**src/verilog/uart_rx_wake_pkg.sv**
```systemverilog
/*
 * constants shared by the receiver wakeup and loop control block:
 * register offsets, bit positions, oversampling indices and state codes.
 * assumes a 32-bit APB with byte addresses in paddr[7:0].
 */
package uart_rx_wake_pkg;
    localparam logic [7:0] CTRL_ADDR = 8'h00;
    localparam logic [7:0] BAUD_ADDR = 8'h04;
    localparam logic [7:0] STATUS_ADDR = 8'h08;
    localparam logic [7:0] DATA_ADDR = 8'h0C;

    localparam int CTRL_LOOP = 0;
    localparam int CTRL_RECEIVER_SOURCE_SELECT = 1;
    localparam int CTRL_OPEN_DRAIN = 2;
    localparam int CTRL_CLEN = 3;
    localparam int CTRL_WAKE = 4;
    localparam int CTRL_ILT = 5;
    localparam int CTRL_TE = 6;
    localparam int CTRL_RE = 7;
    localparam int CTRL_STANDBY = 8;
    localparam int CTRL_DIR = 9;
    localparam int CTRL_RIE = 10;
    localparam int CTRL_ILIE = 11;

    localparam int STAT_FULL = 0;
    localparam int STAT_IDLE = 1;
    localparam int STAT_NOISE = 2;
    localparam int STAT_FRAMING = 3;
    localparam int STAT_ACTIVE = 4;

    localparam int BAUD_WIDTH = 13;
    localparam logic [12:0] BAUD_RESET = 13'h0000;

    localparam int RT_PER_BIT = 16;
    localparam logic [3:0] RT3_IDX = 4'h2;
    localparam logic [3:0] RT5_IDX = 4'h4;
    localparam logic [3:0] RT7_IDX = 4'h6;
    localparam logic [3:0] RT8_IDX = 4'h7;
    localparam logic [3:0] RT9_IDX = 4'h8;
    localparam logic [3:0] RT10_IDX = 4'h9;
    localparam logic [3:0] RT16_IDX = 4'hF;
    localparam logic [3:0] RT_AFTER_EDGE = 4'h1;

    localparam logic [3:0] DATA_BITS_8 = 4'h8;
    localparam logic [3:0] DATA_BITS_9 = 4'h9;
    localparam int IDLE_BITS_8 = 10;
    localparam int IDLE_BITS_9 = 11;
    localparam logic [7:0] IDLE_LEN_8 = 8'(IDLE_BITS_8 * RT_PER_BIT);
    localparam logic [7:0] IDLE_LEN_9 = 8'(IDLE_BITS_9 * RT_PER_BIT);

    typedef enum logic [3:0] {
        ST_IDLE = 4'h1,
        ST_START = 4'h2,
        ST_DATA = 4'h4,
        ST_STOP = 4'h8
    } rx_state_e;
endpackage

```
**src/verilog/uart_rx_wakeup_loop_control.sv**
```systemverilog
/*
 * receiver control of an asynchronous serial port: 16x oversampled frame
 * recovery with stop-bit checks, standby and wakeup, and loop/single-wire
 * routing of the receive input and transmit pin.
 * assumes an APB master on pclk, a transmitter shifter on pclk driving
 * tx_serial, and an outside pad that resolves the transmit pin from
 * txd_out and txd_oe_n.
 */
// The APB slave port and the register addresses were left to the implementer.
// Functional notes
// RQ1: missing stop one sets framing error flag.
// RQ2: break frame, no stop bit, sets framing error flag.
// RQ3: framing error and receive full set in the same cycle.
// RQ4: one odd stop sample gives noise; two or more give framing error.
// RQ5: oversample counter realigns on valid falling edges within a frame.
// RQ6: sixteen ticks per bit; stop sampled at ticks eight, nine, ten.
// RQ7: standby bit set blocks all receiver requests until wakeup.
// RQ8: idle wake method: idle line clears standby, reception resumes.
// RQ9: standby set again stays until another idle character.
// RQ10: waking idle sets neither idle flag nor receive full.
// RQ11: idle count starts after start bit or after stop bit.
// RQ12: address wake method: frame msb one clears standby.
// RQ13: address frame wakes before stop bit and sets receive full.
// RQ14: sender separates messages by idle, none inside messages.
// RQ15: sender reserves msb for address frames.
// RQ16: standby requested on idle line may wake at once.
// RQ17: loopback cuts receive pin from the receiver.
// RQ18: single-wire mode receives from the transmit pin level.
// RQ19: single-wire: direction set drives, clear makes pin an input.
// RQ20: loop mode feeds transmitter output to receiver internally.
// RQ21: loop mode: direction set also drives pin, clear disconnects; the code drives the pin high instead.
// RQ22: software enables transmitter and receiver for loop modes.
// RQ23: open-drain select applies in every mode; allows receive.
// RQ24: character length selects eight or nine data bits.
// RQ25: stop value and noise from majority of three samples.
// RQ26: input sampled at sixteen times the baud rate.
`timescale 1ns/100ps
module uart_rx_wakeup_loop_control
    import uart_rx_wake_pkg::*;
(
    input wire logic pclk,
    input wire logic presetn,
    input wire logic psel,
    input wire logic penable,
    input wire logic pwrite,
    input wire logic [7:0] paddr,
    input wire logic [31:0] pwdata,
    output logic [31:0] prdata,
    output logic pready,
    output logic pslverr,
    input wire logic rxd_pin,
    input wire logic txd_pin_in,
    input wire logic tx_serial,
    output logic txd_out,
    output logic txd_oe_n,
    output logic rx_request
);
    typedef struct packed {
        logic loop;
        logic receiver_source_select;
        logic open_drain;
        logic clen;
        logic wake;
        logic idle_count_start_select;
        logic te;
        logic re;
        logic standby;
        logic dir;
        logic rie;
        logic ilie;
        logic [BAUD_WIDTH-1:0] baud;
        logic [BAUD_WIDTH-1:0] div_cnt;
        logic rx_s1;
        logic rx_s2;
        logic tx_s1;
        logic tx_s2;
        rx_state_e state;
        logic [3:0] rt;
        logic [3:0] bit_cnt;
        logic [2:0] hist;
        logic [1:0] samp;
        logic [8:0] shift;
        logic [8:0] data;
        logic keep;
        logic frame_noise;
        logic full;
        logic idle_flag;
        logic noise;
        logic framing;
        logic armed;
        logic [7:0] idle_cnt;
        logic [31:0] prdata;
        logic pready;
        logic pslverr;
        logic txd_out;
        logic txd_oe_n;
        logic rx_request;
    } state_s;

    state_s r;
    state_s n;

    logic tick;
    logic rx_line;
    logic edge_seen;
    logic [2:0] votes;
    logic vote;
    logic split;
    logic [3:0] data_len;
    logic [7:0] idle_len;
    logic count_ok;
    logic idle_hit;
    logic idle_wake;
    logic stop_eval;
    logic msb_eval;
    logic pin_en;
    logic pin_val;
    logic setup;
    logic wr;
    logic rd;
    logic mapped;
    logic [31:0] ctrl_word;
    logic [31:0] status_word;

    function automatic logic maj3(input logic [2:0] v);
        return (v[0] & v[1]) | (v[0] & v[2]) | (v[1] & v[2]);
    endfunction

    always_comb begin
        n = r;
        n.rx_s1 = rxd_pin;
        n.rx_s2 = r.rx_s1;
        n.tx_s1 = txd_pin_in;
        n.tx_s2 = r.tx_s1;

        // baud divider makes the 16x tick enable; divisor zero stops it
        tick = 1'b0;
        if ((r.baud != BAUD_RESET) && (r.te || r.re)) begin
            if (r.div_cnt >= r.baud - 13'h0001) begin
                n.div_cnt = '0;
                tick = 1'b1; // RQ26
            end else begin
                n.div_cnt = r.div_cnt + 13'h0001;
            end
        end else begin
            n.div_cnt = '0;
        end

        // receiver source selection
        if (!r.loop) begin
            rx_line = r.rx_s2;
        end else if (r.receiver_source_select) begin
            rx_line = r.tx_s2; // RQ18 RQ17
        end else begin
            rx_line = tx_serial; // RQ20 RQ17
        end

        data_len = r.clen ? DATA_BITS_9 : DATA_BITS_8; // RQ24
        idle_len = r.clen ? IDLE_LEN_9 : IDLE_LEN_8;
        edge_seen = (r.hist == 3'h7) && !rx_line;
        votes = {r.samp, rx_line};
        vote = maj3(votes); // RQ25
        split = (|votes) && !(&votes);
        stop_eval = tick && r.re && (r.state == ST_STOP) && (r.rt == RT10_IDX);
        msb_eval = tick && r.re && (r.state == ST_DATA) && (r.rt == RT10_IDX)
            && (r.bit_cnt == data_len - 4'h1);

        // apb: software clears come first so hardware sets win
        setup = psel && !penable;
        wr = psel && penable && pwrite && r.pready;
        rd = psel && penable && !pwrite && r.pready;
        mapped = (paddr == CTRL_ADDR) || (paddr == BAUD_ADDR)
            || (paddr == STATUS_ADDR) || (paddr == DATA_ADDR);
        ctrl_word = '0;
        ctrl_word[CTRL_LOOP] = r.loop;
        ctrl_word[CTRL_RECEIVER_SOURCE_SELECT] = r.receiver_source_select;
        ctrl_word[CTRL_OPEN_DRAIN] = r.open_drain;
        ctrl_word[CTRL_CLEN] = r.clen;
        ctrl_word[CTRL_WAKE] = r.wake;
        ctrl_word[CTRL_ILT] = r.idle_count_start_select;
        ctrl_word[CTRL_TE] = r.te;
        ctrl_word[CTRL_RE] = r.re;
        ctrl_word[CTRL_STANDBY] = r.standby;
        ctrl_word[CTRL_DIR] = r.dir;
        ctrl_word[CTRL_RIE] = r.rie;
        ctrl_word[CTRL_ILIE] = r.ilie;
        status_word = '0;
        status_word[STAT_FULL] = r.full;
        status_word[STAT_IDLE] = r.idle_flag;
        status_word[STAT_NOISE] = r.noise;
        status_word[STAT_FRAMING] = r.framing;
        status_word[STAT_ACTIVE] = (r.state != ST_IDLE);
        n.pready = setup;
        n.pslverr = setup && !mapped;
        if (setup) begin
            if (paddr == CTRL_ADDR) begin
                n.prdata = ctrl_word;
            end else if (paddr == BAUD_ADDR) begin
                n.prdata = {19'h00000, r.baud};
            end else if (paddr == STATUS_ADDR) begin
                n.prdata = status_word;
            end else if (paddr == DATA_ADDR) begin
                n.prdata = {23'h000000, r.data};
            end else begin
                n.prdata = '0;
            end
        end
        if (wr && (paddr == STATUS_ADDR)) begin
            n.full = r.full && !pwdata[STAT_FULL];
            n.idle_flag = r.idle_flag && !pwdata[STAT_IDLE];
            n.noise = r.noise && !pwdata[STAT_NOISE];
            n.framing = r.framing && !pwdata[STAT_FRAMING];
        end
        if (rd && (paddr == DATA_ADDR)) begin
            n.full = 1'b0;
        end
        if (wr && (paddr == BAUD_ADDR)) begin
            n.baud = pwdata[BAUD_WIDTH-1:0];
        end

        // frame recovery, held idle while the receiver is off
        if (!r.re) begin
            n.state = ST_IDLE;
            n.rt = '0;
            n.idle_cnt = '0;
        end else if (tick) begin
            n.hist = {r.hist[1:0], rx_line};
            n.rt = r.rt + 4'h1;
            unique case (r.state)
                ST_IDLE: begin
                    n.rt = '0;
                    if (edge_seen) begin
                        n.state = ST_START;
                        n.rt = RT_AFTER_EDGE;
                        n.keep = !r.standby;
                        n.frame_noise = 1'b0;
                        n.armed = 1'b1;
                    end
                end
                ST_START: begin
                    if ((r.rt == RT3_IDX) || (r.rt == RT5_IDX)) begin
                        n.samp = {r.samp[0], rx_line};
                    end
                    if (r.rt == RT7_IDX) begin
                        if (vote) begin
                            n.state = ST_IDLE;
                        end else if (split) begin
                            n.frame_noise = 1'b1;
                        end
                    end
                    if (r.rt == RT16_IDX) begin
                        n.state = ST_DATA;
                        n.bit_cnt = '0;
                    end
                end
                ST_DATA: begin
                    if ((r.rt == RT8_IDX) || (r.rt == RT9_IDX)) begin
                        n.samp = {r.samp[0], rx_line};
                    end
                    if (r.rt == RT10_IDX) begin
                        n.shift = {vote, r.shift[8:1]};
                        if (split) begin
                            n.frame_noise = 1'b1;
                        end
                        if (msb_eval && r.wake && r.standby && vote) begin
                            n.standby = 1'b0; // RQ12 RQ13
                            n.keep = 1'b1; // RQ13
                        end
                    end
                    // a late edge means the sender runs fast: close the bit early
                    if (edge_seen && (r.rt < RT8_IDX)) begin
                        n.rt = RT_AFTER_EDGE; // RQ5
                    end else if ((r.rt == RT16_IDX) || (edge_seen && (r.rt > RT10_IDX))) begin
                        if (r.rt != RT16_IDX) begin
                            n.rt = RT_AFTER_EDGE; // RQ5
                        end
                        if (r.bit_cnt == data_len - 4'h1) begin
                            n.state = ST_STOP;
                        end else begin
                            n.bit_cnt = r.bit_cnt + 4'h1;
                        end
                    end
                end
                ST_STOP: begin
                    if ((r.rt == RT8_IDX) || (r.rt == RT9_IDX)) begin
                        n.samp = {r.samp[0], rx_line}; // RQ6
                    end
                    if (edge_seen && (r.rt < RT8_IDX)) begin
                        n.rt = RT_AFTER_EDGE; // RQ5
                    end
                    // finishing at the third sample leaves room for a fast next start
                    if (r.rt == RT10_IDX) begin
                        n.state = ST_IDLE;
                        n.rt = '0;
                        if (r.keep) begin
                            n.full = 1'b1; // RQ3
                            n.framing = r.framing || !vote; // RQ1 RQ2 RQ4
                            n.noise = r.noise || r.frame_noise || split; // RQ4 RQ25
                            n.data = r.clen ? r.shift : {1'b0, r.shift[8:1]};
                        end
                    end
                end
                default: begin
                    n.state = ST_IDLE;
                end
            endcase
        end

        // idle character counting
        count_ok = (r.state == ST_IDLE)
            || (!r.idle_count_start_select && ((r.state == ST_DATA) || (r.state == ST_STOP))); // RQ11
        idle_hit = tick && r.re && rx_line && count_ok && (r.idle_cnt == idle_len - 8'h01);
        idle_wake = r.re && r.standby && !r.wake && (r.idle_cnt >= idle_len);
        if (r.re && tick) begin
            if (!rx_line) begin
                n.idle_cnt = '0;
            end else if (count_ok && (r.idle_cnt < idle_len)) begin
                n.idle_cnt = r.idle_cnt + 8'h01;
            end
        end
        // an already idle line wakes a fresh standby at once
        if (idle_wake) begin
            n.standby = 1'b0; // RQ8 RQ16
            n.armed = 1'b0; // RQ10
        end else if (idle_hit && !r.standby && r.armed) begin
            n.idle_flag = 1'b1;
            n.armed = 1'b0;
        end

        // control write last: a software standby request beats a hardware wake
        if (wr && (paddr == CTRL_ADDR)) begin
            n.loop = pwdata[CTRL_LOOP];
            n.receiver_source_select = pwdata[CTRL_RECEIVER_SOURCE_SELECT];
            n.open_drain = pwdata[CTRL_OPEN_DRAIN];
            n.clen = pwdata[CTRL_CLEN];
            n.wake = pwdata[CTRL_WAKE];
            n.idle_count_start_select = pwdata[CTRL_ILT];
            n.te = pwdata[CTRL_TE];
            n.re = pwdata[CTRL_RE];
            n.standby = pwdata[CTRL_STANDBY]; // RQ7 RQ9
            n.dir = pwdata[CTRL_DIR];
            n.rie = pwdata[CTRL_RIE];
            n.ilie = pwdata[CTRL_ILIE];
        end

        // transmit pin: loop idle drives high, single-wire with dir clear floats
        if (!r.loop) begin
            pin_en = r.te;
            pin_val = tx_serial;
        end else if (r.dir) begin
            pin_en = 1'b1; // RQ19 RQ21
            pin_val = tx_serial;
        end else begin
            pin_en = !r.receiver_source_select; // RQ19 RQ21
            pin_val = 1'b1;
        end
        n.txd_out = r.open_drain ? 1'b0 : pin_val; // RQ23
        n.txd_oe_n = r.open_drain ? !(pin_en && !pin_val) : !pin_en; // RQ23

        n.rx_request = n.re && !n.standby
            && ((n.rie && n.full) || (n.ilie && n.idle_flag)); // RQ7
    end

    always_ff @(posedge pclk or negedge presetn) begin
        if (!presetn) begin
            r <= '0;
            r.state <= ST_IDLE;
            r.txd_oe_n <= 1'b1;
        end else begin
            r <= n;
        end
    end

    assign prdata = r.prdata;
    assign pready = r.pready;
    assign pslverr = r.pslverr;
    assign txd_out = r.txd_out;
    assign txd_oe_n = r.txd_oe_n;
    assign rx_request = r.rx_request;
endmodule

```
**config.mk**
```make
export PLATFORM = sky130hd
export DESIGN_NAME = uart_rx_wakeup_loop_control
export DESIGN_NICKNAME = d
export VERILOG_FILES = /design/src/verilog/uart_rx_wake_pkg.sv /design/src/verilog/uart_rx_wakeup_loop_control.sv
export SDC_FILE = /design/constraint.sdc
export NUM_CORES = 1
export LEC_CHECK = 0
export BUFFER_PORTS_ARGS = -buffer_cell sky130_fd_sc_hd__buf_4
export CORE_UTILIZATION = 50
export DETAILED_ROUTE_END_ITERATION = 6
export PLACE_DENSITY = 0.68
export SKIP_LAST_GASP = 1
export SYNTH_ARGS = -nofsm -noshare
export SYNTH_HDL_FRONTEND = slang
export SYNTH_SLANG_ARGS = --single-unit
```
**constraint.sdc**
```tcl
create_clock -name pclk -period 7.5 [get_ports pclk]
set_clock_uncertainty 0.05 [all_clocks]
set_input_delay 0.375 -clock pclk [delete_from_list [all_inputs] [get_ports pclk]]
set_output_delay 0.375 -clock pclk [all_outputs]
set_load 0.05 [all_outputs]
```
# == After elaboration in Yosys (flattened, before gate mapping) ==
# Index checks and enable logic that the tools add are counted.
# totals
register_bits,129
latchBits,0
ramBits,0
rom_bits,0
inputBits,48
output_inout_bits,37
word_cells,271
mem_count,0
# classes
addsub,7
multipliers,0
div,0
magnitude_cmp,5
n_eq_ne,38
shift,0
muxes,82
n_bitwise,5
reduce_logical,95
# op_table
operator,count
2-to-1 mux 9 bit,8
2-to-1 mux 8 bit,7
2-to-1 mux 13 bit,4
2-to-1 mux 4 bit,12
logical AND 1 bit,42
2-to-1 mux 38 bit,1
2-to-1 mux 1 bit,32
inequality test 2 bit (second input constant),10
logical NOT 1 bit,18
equality test 4 x 3 -> 1 bit (second input constant),4
equality test 4 bit (second input constant),4
equality test 8 x 4 -> 1 bit (second input constant),2
one-hot mux 4 bit (4 select lines),1
inequality test 3 bit (second input constant),5
nonzero test 3 bit,5
2-to-1 mux 2 bit,7
AND reduction 7 bit,2
adder 13 x 1 -> 13 bit (second input constant),1
greater-or-equal comparator 13 bit,1
logical OR 1 bit,13
nonzero test 13 bit,1
subtractor 13 x 1 -> 13 bit (second input constant),1
2-to-1 mux 12 bit,1
inequality test 4 bit (second input constant),3
35 further kinds,47

# == Depth between registers and ports, before layout ==
# logic_depth
depth_word,21
ltp_mapped,15
ltp_nobuf,13

# == Worst setup path after synthesis ==
# Ideal clock, no wire load.
# synth_path
path_kind,flip-flop to flip-flop
from,register r[104] in the netlist's numbering
to,register r[43] in the netlist's numbering
setup_time_ns,0.082
t_arrival_ns,3.396
required_ns,7.368
slack_ns,3.971
path_stages_with_launch,15
n_path_buf,1
synth_period_minus_slack_ns,3.529
cell_sequence,dfrtp_1 -> inv_1 -> ha_1 -> nor4b_1 -> and2_1 -> nand2_1 -> xor2_1 -> ha_1 -> a21oi_1 -> o21ai_0 -> o21ai_2 -> or2_1 -> buf_2 -> or4_1 -> a31oi_1
# synth_rtl
element,line,source
"start, declared",uart_rx_wakeup_loop_control.sv:100,state_s r;
"start signal, assigned",uart_rx_wakeup_loop_control.sv:370,r <= n;

# == Worst setup path after layout ==
# layout_path
from,register r[104] in the netlist's numbering
to,register r[85] in the netlist's numbering
# layout_via
elab_chain_cells,6
word_cells_on_any_way,8
cone_classes,1 x add/sub; 1 x order compare; 1 x eq/ne; 2 x mux; 3 x reduce/logical
# layout_rtl
element,line,source
subtractor 13 x 1 -> 13 bit,uart_rx_wakeup_loop_control.sv:139,if (r.div_cnt >= r.baud - 13'h0001) begin
greater-or-equal comparator 13 bit,uart_rx_wakeup_loop_control.sv:139,
2-to-1 mux 1 bit,uart_rx_wakeup_loop_control.sv:139,
2-to-1 mux 1 bit (*),uart_rx_wakeup_loop_control.sv:138,if ((r.baud != BAUD_RESET) && (r.te || r.re)) begin
inequality test 2 x 1 -> 1 bit (no source line) (*),n/a,
AND reduction 8 bit (no source line) (*),n/a,
# Mark *: on every way between the ends. The rest lies on a longest branch, timed or not.
# A chain may end at the register's enable or synchronous reset.

==> results.md <==
- The run finished with clean final reports.
- The via count of the first global-routing pass is 4606.
- The number of endpoints with negative hold slack in the final report came to 0.
- Detailed placement ended at an HPWL of 10400 um.
- In the finished design, the share of the clock period the worst path needs comes to 56.7%.
- The share of flip-flops with an asynchronous set or reset after synthesis is 100%.
- The starting density of the core is 51.2%.
- The number of placed instances, taps included, is 809.
- The worst hold path belongs to the class input pin to async pin.
- The worst setup path is launched from a flip-flop.
- In this run the cell area of the synthesized design comes to 6430 um^2.
- The clock period could shrink to 4.25 ns.
- In this run the static leakage power is 3.19 nW.
- The mean routed wirelength per cell is 17.4 um.
- The critical path in this run is classified as flip-flop to flip-flop.
- Leaving out fill and tap cells, the most frequent cell in the layout is sky130_fd_sc_hd__dfrtp_1.
- The maximum fanout along the worst path is 10.
- The filler cells instantiated in the layout total 1109.
- The clock net in this run drives a total of 110 sinks.
- The total of endpoints with negative setup slack in the final report is 0.
- For this design the ratio of total power to cell area is 162 nW/um^2.
- The top flip-flop cell by instance count after synthesis is sky130_fd_sc_hd__dfrtp_1.
- Of the cells placed in the final design, the portion with a size suffix greater than 1 is 20.1%.
- The total count of max-transition violations in the final report came to 0.
- The synthesized design contains 0 enable-type register cells.
- The top-level port count is 85.
- Across all setup checks in the final design, the least slack found is 3.25 ns.
- The number of iterations in the first detailed-routing pass is 5.
- Compared with the post-synthesis result, the final layout area differs by 8.95%.
- The maximum vdd drop is 0.0921 mV.
- Adding up every negative setup slack in the final design gives 0 ns.
- Derived from the worst setup path, the maximum achievable clock frequency is 0.235 GHz.
- Setup repair after global routing left no endpoint under its margin.
- The multi-input logic area is 3300 um^2.
- The number of buffers between clock root and the deepest sink is 2.
- Synthesis handed over a netlist of 631 instances.
- The number of antenna violations at the first check in global routing is 0.
- The first global-routing pass estimated 23200 um of wire.
- Clock-pin slew was measured on the worst setup and hold paths at 0.08 ns.
- The floorplan step set the die height to 115 um.
- The number of setup buffers added after CTS is 0.
- The clock latency on the worst-skew pair is 0.36 ns.
- The critical path capture point type is a flip-flop.
- The final layout contains 720 nets.
- The setup slack at placement is 3.27 ns.
- The global routing usage summed across all routing layers is 22.8%.
- In this run, post-CTS hold repair placed 0 buffers.
- The count of maximum capacitance violations is 0.
- The remaining design rule violation count is 0.
- Summed over all layers, the global routing overflow is 0.
- Clock tree synthesis selected as its root buffer the cell sky130_fd_sc_hd__clkbuf_16.
- After the flow finishes, the layout carries non-filler instances totaling 825.
- The cell with the largest stage delay on the worst path is sky130_fd_sc_hd__nor4b_1.
- Data arrives at the worst endpoint at 4.44 ns.
- Counting stages on the worst path, the most repeated cell is sky130_fd_sc_hd__ha_1.
- The maximum number of pins on one net before global-route repair is 63.
- Yosys mapped the design onto 77 distinct sky130hd cell types.
- The overall die area is 13300 um^2.
- Once the clock tree was built, the resizer swapped 0 gates to a different size.
- The TritonCTS clock tree is built.
- At the pin with the least slew margin, the transition time is 1.24 ns.
- The region available for standard cell placement spans 12600 um^2.
- The number of buffers created by CTS is 9.
- Summing all flip-flop and latch instances after layout gives 2760 um^2.
- The number of H-tree levels is 3.
- Using the TritonRoute via totals, the vias-per-cell ratio works out to 5.79.
- Traced cell by cell, the critical path runs through inv_1, ha_1, nor4b_1, and2_1, nand2_1, xor2_1, ha_1, a21oi_1, o21ai_0, o21ai_1, nor2_1, nand3_1, a32o_1.
- The worst hold slack is 0.0129 ns.
- The repair_antennas step left the layout with diodes totalling 0.
- The count of input and output buffers is 46.
- The floorplan step set the die width to 115 um.
- The final weighted congestion in routability-driven placement is 0.932.
- The number of nets still failing antenna checks after routing is 0.
- The total of warnings raised by yosys is 0.
- In this run the tightest slew margin relative to its limit is 17.3%.
- The total power draw is 0.00113 W.
- The routed layout has 4779 vias.
- In this run the core area contains 41 standard-cell rows.
- For this run, the slowest stage of the critical path takes 0.62 ns.
- At the worst endpoint, the required time is 7.69 ns.
- In the layout the commonest cells are 108 x sky130_fd_sc_hd__dfrtp_1, 51 x sky130_fd_sc_hd__buf_4, 48 x sky130_fd_sc_hd__nor2_1.
- The share of the Yosys chip area taken by registers is 42.8%.
- The number of storage elements in the synthesis netlist is 110.
- For this block, the initial DRC count from the detailed router was 276.
- Each instance of the synthesized netlist takes up on average 10.2 um^2.
- The final layout contains routed wiring with a total length of 14300 um.
## registers in the layout, indices dropped and copies added, names as in the netlist
signal      cells
ctrl_word      12
prdata         13
n               2
txd_out         1
pslverr         1
pready          1
r              78
rx_request      1
txd_oe_n        1
## worst max-delay path: cells and delay by family, from the launching register on
kind / cells / cell delay, ns
AOI/OAI and AO/OA: 4 / 1.02
xor gates and xnor gates: 1 / 0.15
adders and majority gates: 2 / 0.50
buffers and inverters: 1 / 0.10
DFF: 1 / 0.44
and+or+nand+nor: 5 / 1.86
## cell families after synthesis
kind of cell	synth area share (%)
xor gates and xnor gates	3.13
DFF	42.8
muxes	12.2
AOI/OAI and AO/OA	13.6
and+or+nand+nor	16.6
other	0.0583
buffers and inverters	6.89
adders and majority gates	4.67
## area by class of cell
class | instances | area share, %
sequential | 110 | 39.3
inverter | 18 | 0.964
multi-input combinational | 458 | 47.1
clock inverter | 5 | 0.607
clock buffer | 11 | 3.46
timing repair buffer | 51 | 5.47
tap | 172 | 3.07
## cells in the mapped netlist, types with 12 or more instances
library cell | instances | area (um^2)
sky130_fd_sc_hd__nor2_1 | 48 | 180
sky130_fd_sc_hd__mux2i_1 | 23 | 230
sky130_fd_sc_hd__nand2_1 | 45 | 169
sky130_fd_sc_hd__clkbuf_1 | 23 | 86.3
sky130_fd_sc_hd__inv_1 | 18 | 67.6
sky130_fd_sc_hd__a31oi_1 | 18 | 113
sky130_fd_sc_hd__xnor2_1 | 12 | 105
sky130_fd_sc_hd__a21oi_1 | 23 | 115
sky130_fd_sc_hd__ha_1 | 24 | 300
sky130_fd_sc_hd__buf_4 | 33 | 248
sky130_fd_sc_hd__nand3_1 | 24 | 120
sky130_fd_sc_hd__dfrtp_1 | 108 | 2700
sky130_fd_sc_hd__mux2_2 | 39 | 439
sky130_fd_sc_hd__o21ai_0 | 21 | 105
## layer usage
| layer | share of wire (%) | track usage (%) | routed length (um) |
|---|---|---|---|
| met3 | 3.7 | 3.00 | 537 |
| met2 | 49 | 36.8 | 6980 |
| met4 | 1.1 | 7.88 | 162 |
| met5 | 0 | 0 | 0 |
| met1 | 46 | 31.6 | 6650 |
## worst paths after layout
check	start	depth (start not counted)	end	slack [ns]
min in group pclk	rxd_pin	1	n[89]$_DFF_PN0_	0.08
max	r[104]$_DFFE_PN0P_	13	r[85]$_DFFE_PN0P_	3.25
min	presetn	1	r[116]$_DFFE_PN0P_	0.01
min reg2reg	n[89]$_DFF_PN0_	0	r[89]$_DFF_PN0_	0.30
max reg2reg	r[104]$_DFFE_PN0P_	13	r[85]$_DFFE_PN0P_	3.25
max in group asynchronous	presetn	2	r[51]$_DFFE_PN0P_	6.15
## power breakdown
part,switching (W),internal [W]
clock network,0.000224,0.000239
logic,0.0000539,0.0000188
registers,0.00000190,0.000595
## metrics by stage
step / util (%) / area, um^2
final: 55.7 / 7010
after global placement: 53.5 / 6720
after detailed placement: 53.5 / 6720
after CTS: 55.7 / 7010
after global routing: 55.7 / 7010
after floorplan: - / 6500
Power figures use the tool's default switching activity.
